$ cat src/common/tpq_regs.svh
// Register offsets, reset values and timing counts of the pause quanta/resend control
`ifndef TPQ_REGS_SVH
`define TPQ_REGS_SVH

// Register byte offsets on APB
`define TPQ_ADDR_CTRL         12'h000
`define TPQ_ADDR_ENABLE       12'h004
`define TPQ_ADDR_STATUS       12'h008
`define TPQ_ADDR_QUANTA_BASE  12'h040
`define TPQ_ADDR_REFRESH_BASE 12'h080

// Field positions
`define TPQ_CTRL_RESEND_BIT   0
`define TPQ_STAT_PEND_LSB     0
`define TPQ_STAT_ACT_LSB      16

// Reset values
`define TPQ_RST_ENABLE        9'h000
`define TPQ_RST_QUANTA        16'hFFFF
`define TPQ_RST_REFRESH       16'h7FFF

// Timing: one pause quantum is 512 bit times, 10240 ps at 50 Gb/s
`define TPQ_CLK_PS            20000
`define TPQ_QUANTUM_PS        10240
`define TPQ_QUANTUM_CYC       ((`TPQ_QUANTUM_PS / `TPQ_CLK_PS) < 1 ? 1 : (`TPQ_QUANTUM_PS / `TPQ_CLK_PS))

`endif

$ cat src/common/tpq_pkg.sv
// Types shared by the pause quanta/resend control
package tpq_pkg;

    // Pause frame launcher states
    typedef enum logic [0:0] {
        ST_IDLE,
        ST_OFFER
    } tpq_tx_state_t;

endpackage : tpq_pkg

$ cat src/core/tpq_refresh_timer.sv
// Per-class pause refresh interval counter
`timescale 1ns/10ps
module tpq_refresh_timer #(
    parameter int QW = 16
) (
    // Clock and reset
    input  wire logic          mclk,
    input  wire logic          reset,
    // Control
    input  wire logic          active,
    input  wire logic          restart,
    input  wire logic          tick,
    input  wire logic [QW-1:0] interval,
    // Event
    output logic               expire
);

    logic [QW-1:0] count_ff;
    logic          wrap;

    // A zero interval disables retransmission rather than firing every quantum
    assign wrap   = tick && (interval != '0) && (count_ff == interval - 1'b1);
    assign expire = active && !restart && wrap;

    // Count quanta from zero; restart or inactivity holds the count at zero
    always_ff @(posedge mclk) begin
        if (reset || !active || restart) begin
            count_ff <= '0;
        end else if (wrap) begin
            count_ff <= '0;
        end else if (tick) begin
            count_ff <= count_ff + 1'b1;
        end
    end

endmodule : tpq_refresh_timer

$ cat src/core/tpq_ctrl.sv
// Transmit pause quanta selection, refresh and resend control with APB registers
//
// Function
// - resend retransmits pending pause after current packet
// - resend also clears the retransmit counters
// - nine 16-bit quanta, inserted per class
// - quanta index 8 serves global pause only
// - quanta 0 to 7 serve priorities 0 to 7
// - quanta from ports, or registers when bus-mapped
// - each request bit triggers its class packet
// - per-class enable gates pause packet transmission
// - per-class refresh interval sets retransmit spacing
//
// Added by the designer: the APB slave port and the placing of the registers.
`timescale 1ns/10ps
`include "tpq_regs.svh"
module tpq_ctrl import tpq_pkg::*; #(
    parameter int NCLS   = 9,
    parameter int QW     = 16,
    parameter bit REG_IF = 1'b0
) (
    // Clock and reset
    input  wire logic                     mclk,
    input  wire logic                     reset,
    // Pause controls from user logic
    input  wire logic [NCLS-1:0]          pause_req,
    input  wire logic [NCLS-1:0]          pause_enable,
    input  wire logic                     resend_pause,
    input  wire logic [NCLS-1:0][QW-1:0]  pause_quanta,
    input  wire logic [NCLS-1:0][QW-1:0]  refresh_timer,
    // Transmit datapath
    input  wire logic                     pkt_in_flight,
    input  wire logic                     pause_tx_ready,
    output logic                          pause_tx_valid,
    output logic                          pause_tx_global,
    output logic [3:0]                    pause_tx_class,
    output logic [QW-1:0]                 pause_tx_quanta,
    // APB slave
    input  wire logic                     psel,
    input  wire logic                     penable,
    input  wire logic                     pwrite,
    input  wire logic [11:0]              paddr,
    input  wire logic [31:0]              pwdata,
    output logic [31:0]                   prdata,
    output logic                          pready,
    output logic                          pslverr
);

    localparam int GIDX = NCLS - 1;

    logic [NCLS-1:0]         enable_ff;
    logic [NCLS-1:0][QW-1:0] quanta_ff;
    logic [NCLS-1:0][QW-1:0] refresh_ff;
    logic [NCLS-1:0]         pending_ff;
    logic [NCLS-1:0]         nxt_pending;
    logic [NCLS-1:0]         active_ff;
    logic [NCLS-1:0]         expire;
    logic [NCLS-1:0]         sent;
    logic [NCLS-1:0]         eff_enable;
    logic [NCLS-1:0][QW-1:0] eff_quanta;
    logic [NCLS-1:0][QW-1:0] eff_refresh;
    logic [NCLS-1:0]         active;
    logic [NCLS-1:0]         new_act;
    logic                    sw_resend_ff;
    logic                    resend_hit;
    logic [15:0]             tick_cnt_ff;
    logic                    tick;
    logic [3:0]              pick;
    logic                    launch;
    tpq_tx_state_t           state_ff;
    logic                    wr_en;
    logic                    setup_rd;
    logic [4:0]              q_slot;
    logic [4:0]              r_slot;
    logic                    addr_ok;
    logic [31:0]             rd_mux;

    // Decode a nine-word register bank: bit 4 is the hit, bits 3:0 the slot
    function automatic logic [4:0] slot_hit(input logic [11:0] addr,
                                            input logic [11:0] base);
        logic hit;
        hit = (addr[11:6] == base[11:6]) && (addr[1:0] == 2'h0)
              && (int'(addr[5:2]) < NCLS);
        return {hit, addr[5:2]};
    endfunction : slot_hit

    // Highest pending class wins so global pause goes out before priorities
    function automatic logic [3:0] pick_class(input logic [NCLS-1:0] vec);
        logic [3:0] idx;
        idx = 4'h0;
        for (int i = 0; i < NCLS; i++) begin
            if (vec[i]) begin
                idx = 4'(i);
            end
        end
        return idx;
    endfunction : pick_class

    // Settings come from registers when bus-mapped, otherwise from the ports
    assign eff_enable  = REG_IF ? enable_ff  : pause_enable;
    assign eff_quanta  = REG_IF ? quanta_ff  : pause_quanta;
    assign eff_refresh = REG_IF ? refresh_ff : refresh_timer;

    // A class is live while requested and enabled
    assign active     = pause_req & eff_enable;
    assign new_act    = active & ~active_ff;
    // The port is expected to pulse once; a held level repeats the restart
    assign resend_hit = resend_pause | sw_resend_ff;

    // Remember last cycle's live classes to spot a fresh request
    always_ff @(posedge mclk) begin
        if (reset) begin
            active_ff <= '0;
        end else begin
            active_ff <= active;
        end
    end

    // Quantum prescaler shared by all refresh timers
    assign tick = (tick_cnt_ff == 16'(`TPQ_QUANTUM_CYC - 1));
    always_ff @(posedge mclk) begin
        if (reset || tick) begin
            tick_cnt_ff <= 16'h0000;
        end else begin
            tick_cnt_ff <= tick_cnt_ff + 16'h0001;
        end
    end

    // One refresh timer per class; resend, a fresh request or a send restarts it
    for (genvar g = 0; g < NCLS; g++) begin : g_timer
        tpq_refresh_timer #(
            .QW (QW)
        ) u_timer (
            .mclk     (mclk),
            .reset    (reset),
            .active   (active[g]),
            .restart  (resend_hit | new_act[g] | sent[g]),
            .tick     (tick),
            .interval (eff_refresh[g]),
            .expire   (expire[g])
        );
    end

    // Pending set wins over the send clear; dropped classes lose their claim
    always_comb begin
        nxt_pending = (pending_ff & ~sent) | new_act | expire;
        if (resend_hit) begin
            nxt_pending = nxt_pending | active_ff;
        end
        nxt_pending = nxt_pending & active;
    end

    always_ff @(posedge mclk) begin
        if (reset) begin
            pending_ff <= '0;
        end else begin
            pending_ff <= nxt_pending;
        end
    end

    // Launch only between packets so a pause never cuts into one in flight
    assign pick   = pick_class(pending_ff);
    assign launch = (state_ff == ST_IDLE) && (|pending_ff) && !pkt_in_flight;
    always_comb begin
        sent = '0;
        if (launch) begin
            sent[pick] = 1'b1;
        end
    end

    // Pause frame offer: fields frozen until the datapath takes them
    always_ff @(posedge mclk) begin
        if (reset) begin
            state_ff        <= ST_IDLE;
            pause_tx_valid  <= 1'b0;
            pause_tx_global <= 1'b0;
            pause_tx_class  <= 4'h0;
            pause_tx_quanta <= '0;
        end else begin
            unique case (state_ff)
                ST_IDLE: begin
                    if (launch) begin
                        state_ff        <= ST_OFFER;
                        pause_tx_valid  <= 1'b1;
                        pause_tx_class  <= pick;
                        pause_tx_global <= (int'(pick) == GIDX);
                        pause_tx_quanta <= eff_quanta[pick];
                    end
                end
                ST_OFFER: begin
                    if (pause_tx_ready) begin
                        state_ff       <= ST_IDLE;
                        pause_tx_valid <= 1'b0;
                    end
                end
            endcase
        end
    end

    // APB decode: zero wait states, unmapped addresses answer with an error
    assign q_slot   = slot_hit(paddr, `TPQ_ADDR_QUANTA_BASE);
    assign r_slot   = slot_hit(paddr, `TPQ_ADDR_REFRESH_BASE);
    assign addr_ok  = q_slot[4] || r_slot[4] || (paddr == `TPQ_ADDR_CTRL)
                      || (paddr == `TPQ_ADDR_ENABLE) || (paddr == `TPQ_ADDR_STATUS);
    assign pready   = 1'b1;
    assign pslverr  = psel && penable && !addr_ok;
    assign wr_en    = psel && penable && pwrite && addr_ok;
    assign setup_rd = psel && !penable && !pwrite;

    // Software resend is a one-cycle pulse per write of the control bit
    always_ff @(posedge mclk) begin
        if (reset) begin
            sw_resend_ff <= 1'b0;
        end else begin
            sw_resend_ff <= wr_en && (paddr == `TPQ_ADDR_CTRL)
                            && pwdata[`TPQ_CTRL_RESEND_BIT];
        end
    end

    // Writable settings
    always_ff @(posedge mclk) begin
        if (reset) begin
            enable_ff <= NCLS'(`TPQ_RST_ENABLE);
            for (int i = 0; i < NCLS; i++) begin
                quanta_ff[i]  <= QW'(`TPQ_RST_QUANTA);
                refresh_ff[i] <= QW'(`TPQ_RST_REFRESH);
            end
        end else if (wr_en) begin
            if (paddr == `TPQ_ADDR_ENABLE) begin
                enable_ff <= pwdata[NCLS-1:0];
            end
            if (q_slot[4]) begin
                quanta_ff[q_slot[3:0]] <= pwdata[QW-1:0];
            end
            if (r_slot[4]) begin
                refresh_ff[r_slot[3:0]] <= pwdata[QW-1:0];
            end
        end
    end

    // Read mux; status shows pending and live classes
    always_comb begin
        rd_mux = 32'h0000_0000;
        if (paddr == `TPQ_ADDR_ENABLE) begin
            rd_mux[NCLS-1:0] = enable_ff;
        end else if (paddr == `TPQ_ADDR_STATUS) begin
            rd_mux[`TPQ_STAT_PEND_LSB +: NCLS] = pending_ff;
            rd_mux[`TPQ_STAT_ACT_LSB +: NCLS]  = active;
        end else if (q_slot[4]) begin
            rd_mux[QW-1:0] = quanta_ff[q_slot[3:0]];
        end else if (r_slot[4]) begin
            rd_mux[QW-1:0] = refresh_ff[r_slot[3:0]];
        end
    end

    // Read data captured in the setup cycle so it is a flop in the access cycle
    always_ff @(posedge mclk) begin
        if (reset) begin
            prdata <= 32'h0000_0000;
        end else if (setup_rd) begin
            prdata <= rd_mux;
        end
    end

endmodule : tpq_ctrl

$ cat config.mk
export PLATFORM = sky130hd
export DESIGN_NAME = tpq_ctrl
export DESIGN_NICKNAME = d
export VERILOG_FILES = /design/src/common/tpq_pkg.sv /design/src/core/tpq_refresh_timer.sv /design/src/core/tpq_ctrl.sv
export VERILOG_INCLUDE_DIRS = /design/src /design/src/common
export SDC_FILE = /design/constraint.sdc
export NUM_CORES = 2
export LEC_CHECK = 0
export BUFFER_PORTS_ARGS = -buffer_cell sky130_fd_sc_hd__buf_2
export CAP_MARGIN = 20
export CORE_ASPECT_RATIO = 0.8
export CORE_MARGIN = 1.5
export CORE_UTILIZATION = 45
export DETAILED_ROUTE_END_ITERATION = 12
export PLACE_DENSITY = 0.77
export SETUP_SLACK_MARGIN = 0.5
export SLEW_MARGIN = 20
export SYNTH_ARGS = -nofsm -noshare
export SYNTH_HDL_FRONTEND = slang
export SYNTH_SLANG_ARGS = --single-unit
$ cat constraint.sdc
create_clock -name mclk -period 7.7 [get_ports mclk]
set_clock_uncertainty 0.15 [all_clocks]
set_input_delay 1.54 -clock mclk [delete_from_list [all_inputs] [get_ports mclk]]
set_output_delay 1.54 -clock mclk [all_outputs]
set_load 0.02 [all_outputs]
==> flow_summary.json <==
{
  "start_util_pct": 45.5,
  "stdcell_count": 4562,
  "synth_top_area_share_pct": 35.1,
  "final-setup-viol-count": 0,
  "cts_hold_buf": 0,
  "grt_pass1_wl_um": 143000,
  "clk_latency_ps": 620,
  "wire_per_inst_um": 20.5,
  "relSlewSlack_pct": 19.5,
  "die_w_um": 291,
  "synth_edf_count": 0,
  "synthSimpleGateAreaFrac_pct": 26.0,
  "status": "finished clean",
  "place_worst_setup_slack_ps": 2140,
  "routed_wl_um": 93600,
  "final-seq-area_um2": 10500,
  "swShare_pct": 26.0,
  "dr_total_vias": 27700,
  "synth_top_family_by_area": "simple AND/OR/NAND/NOR gates",
  "synth_area_leaders": "dfxtp_1 (35%), a211o_1 (7.3%), nor2b_1 (5.6%), mux4_2 (4.8%), xnor2_1 (4.5%)",
  "dpl-instance-area_um2": 32400,
  "layout-drive-gt1-share_pct": 18.7,
  "multi_input_area_um2": 18300,
  "r2r_cells": 8,
  "drtAntennaViolNets": 0,
  "cp.depth": 6,
  "antenna_found_initial": 16,
  "min_period_over_period_pct": 72.7,
  "r2r_start": "tick_cnt_ff[8]$_SDFF_PP0_",
  "floorplan.die_area_um2": 68000,
  "grt_pass1_vias": 25200,
  "synth_commonest_cells": "dfxtp_1 (524), nor2b_1 (266), a211o_1 (250)",
  "timing.rr.end": "g_timer[0].u_timer.count_ff[4]$_SDFFE_PP0P_",
  "fillers": 5930,
  "dieHeight_um": 234,
  "regToRegSetupSlack_ps": 3580,
  "final_util_pct": 52.3,
  "stdcell_area_um2": 34400,
  "p_comb_share_pct": 10.9,
  "syn-cell-area_um2": 29900,
  "p_seq_share_pct": 43.8,
  "cts_tree": "yes",
  "crit_path_end": "pslverr",
  "cts_setup_buffers": 0,
  "cp_slowest_cell": "a21oi_2",
  "tritoncts.num_buffers": 55,
  "grt.overflow.total": 0,
  "firstDrtPassIters": 9,
  "ys_async_sr_fraction_pct": 0,
  "clock_power_share_pct": 45.3,
  "required_ps": 6010,
  "cts_root_buf": "clkbuf_16",
  "powerDensity_nw_per_um2": 183,
  "ys_seq_area_share_pct": 35.1,
  "ys_warn_count": 0,
  "routabilityCongestion": 0.978,
  "p_leak_nw": 12.1,
  "hold_viol_final": 0,
  "cts_resized": 0,
  "drc": 0,
  "fin_ws_ps": 2110,
  "vias_per_cell": 6.07,
  "fmax_ghz": 0.179,
  "io_buffer_count": 389,
  "ir_drop_uv": 208,
  "syn_inst": 3410,
  "yosysTopAreaCell": "dfxtp_1",
  "fp-row-count": 84,
  "crit_family": "simple AND/OR/NAND/NOR gates",
  "yosys.cell_count.top_type": "dfxtp_1",
  "rsz0062_at_grt": "false",
  "p_switching_w": 0.00163,
  "synth_xor_area_share_pct": 8.75,
  "ctsLongestPathBuffers": 3,
  "critPathCaptureType": "output pin",
  "fin_crit_ps": 5590,
  "io_pins": 414,
  "syn2layout_area_growth_pct": 14.9,
  "grt_max_degree": 159,
  "ys_types": 94,
  "crit_buf_inv": 2,
  "internal_power_w": 0.00464,
  "worstPathCellList": "buf_2, or4_1, or4_1, a21oi_2, nor3_1, buf_2",
  "cp.arrival_ps": 3900,
  "htreeDepth": 2,
  "nets": 4022,
  "synth-compound-area-share_pct": 17.0,
  "hold_start": "prdata[24]$_SDFFE_PP0P_",
  "synth_fa_ha_area_share_pct": 0.870,
  "slew_viol_final": 0,
  "syn_area_per_cell_um2": 8.77,
  "worst_slew_pin_slew_ps": 1200,
  "clock_sinks": 524,
  "synth-seq-cells": 524,
  "cp_slowest_stage_delay_ps": 700,
  "hpwlAfterDp_um": 65700,
  "grt_usage_pct": 26.5,
  "crit_type": "primary input to output pin",
  "fin_setup_tns_ps": 0,
  "synth-main-ff-cell": "dfxtp_1",
  "dp_cells": 4447,
  "max_cap_violations": 0,
  "clk_pin_slew_worst_paths_ps": 60,
  "startpoint": "paddr[9]",
  "critical_path.startpoint_type": "primary input",
  "synthMuxAreaShare_pct": 7.75,
  "crit_fanout": 18,
  "core_um2": 65700,
  "drt-initial-drc-count": 2887,
  "worst_hold_path_type": "flop to flop"
}
## power groups by stage
stage	clock (W)	sequential (W)	combinational [W]
floorplan	0	0.00282	0.000364
global placement	0	0.00281	0.000658
detailed placement	0	0.00281	0.000665
CTS	0.00289	0.00275	0.000667
global route	0.00300	0.00275	0.000731
finish	0.00284	0.00275	0.000684
## placed cells by master, fill, tap and decap left out, drive strengths merged, types with 64 or more instances in the layout
cell type  synthesis  routed
dfxtp            524     524
buf               72     437
nor2b            266     266
a211o            250     250
nand2            247     247
nor2             224     224
xnor2            155     155
nor3             149     149
xor2             141     141
nand3            115     115
o21ai            101     101
nor4              80      80
clkbuf           194      79
nand4             69      69
a21oi             69      69
inv               61      65
mux2i             64      64
mux4              64      64
## how the worst min path moves through the flow
stage | to | slack, ps | cells after the start
2_1_floorplan | quanta_ff[100]$_SDFFE_PP1P_ | 290 | 2
3_3_place_gp | prdata[13]$_SDFFE_PP0P_ | 280 | 2
3_5_place_dp | prdata[12]$_SDFFE_PP0P_ | 290 | 2
4_1_cts | prdata[19]$_SDFFE_PP0P_ | 300 | 2
5_1_grt | prdata[24]$_SDFFE_PP0P_ | 320 | 2
6_report | prdata[24]$_SDFFE_PP0P_ | 300 | 2
## logic make-up (layout without fill, tap and decap cells)
| family | count (synthesis) | in the layout |
|---|---|---|
| simple gates | 1428 | 1428 |
| flops | 524 | 524 |
| compound gates | 662 | 662 |
| buf+inv | 327 | 600 |
| mux | 149 | 149 |
| other cells | 2 | 21 |
| xor+xnor | 297 | 297 |
| fa+ha+maj | 21 | 21 |
## flip-flops by register name, summed over array words and instances, names as in the netlist
| signal | count |
|---|---|
| prdata | 25 |
| pause_tx_class | 4 |
| pause_tx_global | 1 |
| pause_tx_valid | 1 |
| active_ff | 9 |
| pause_tx_quanta | 16 |
| refresh_ff | 144 |
| pending_ff | 9 |
| state_ff | 1 |
| sw_resend_ff | 1 |
| quanta_ff | 144 |
| g_timer.u_timer.count_ff | 144 |
| tick_cnt_ff | 16 |
| enable_ff | 9 |
## routing by layer
metal / vias up / track usage (%) / routed length [um] / part of all wire, %
li1: 13000 / - / - / -
met1: 13300 / 38.3 / 42000 / 45
met2: 1190 / 39.8 / 40200 / 43
met3: 157 / 4.49 / 8720 / 9.3
met4: 4 / 8.57 / 2620 / 2.8
met5: - / 0 / 26 / 0.028
## stage by stage
step / power, W / hold WS, ps
after floorplan: 0.00318 / 285
after global placement: 0.00347 / 284
after detailed placement: 0.00347 / 289
after CTS: 0.00630 / 298
after global routing: 0.00648 / 318
final: 0.00627 / 295
## worst reg2reg max path, stage by stage, from the launching register on
cell	delay (ps)
dfxtp_1	330
or4_1	570
nor4_1	930
nand2_1	190
buf_4	300
nor4b_1	400
nand4_1	210
nor4b_4	740
nor3_1	130
## layout make-up
type	count	area share, %
multi-input combinational	2565	53.1
sequential	524	30.5
timing repair buffer	437	6.79
clock buffer	79	4.71
tap	860	3.13
clock inverter	23	0.947
inverter	61	0.666
antenna	13	0.0947
(Power assumes the default switching activity.)
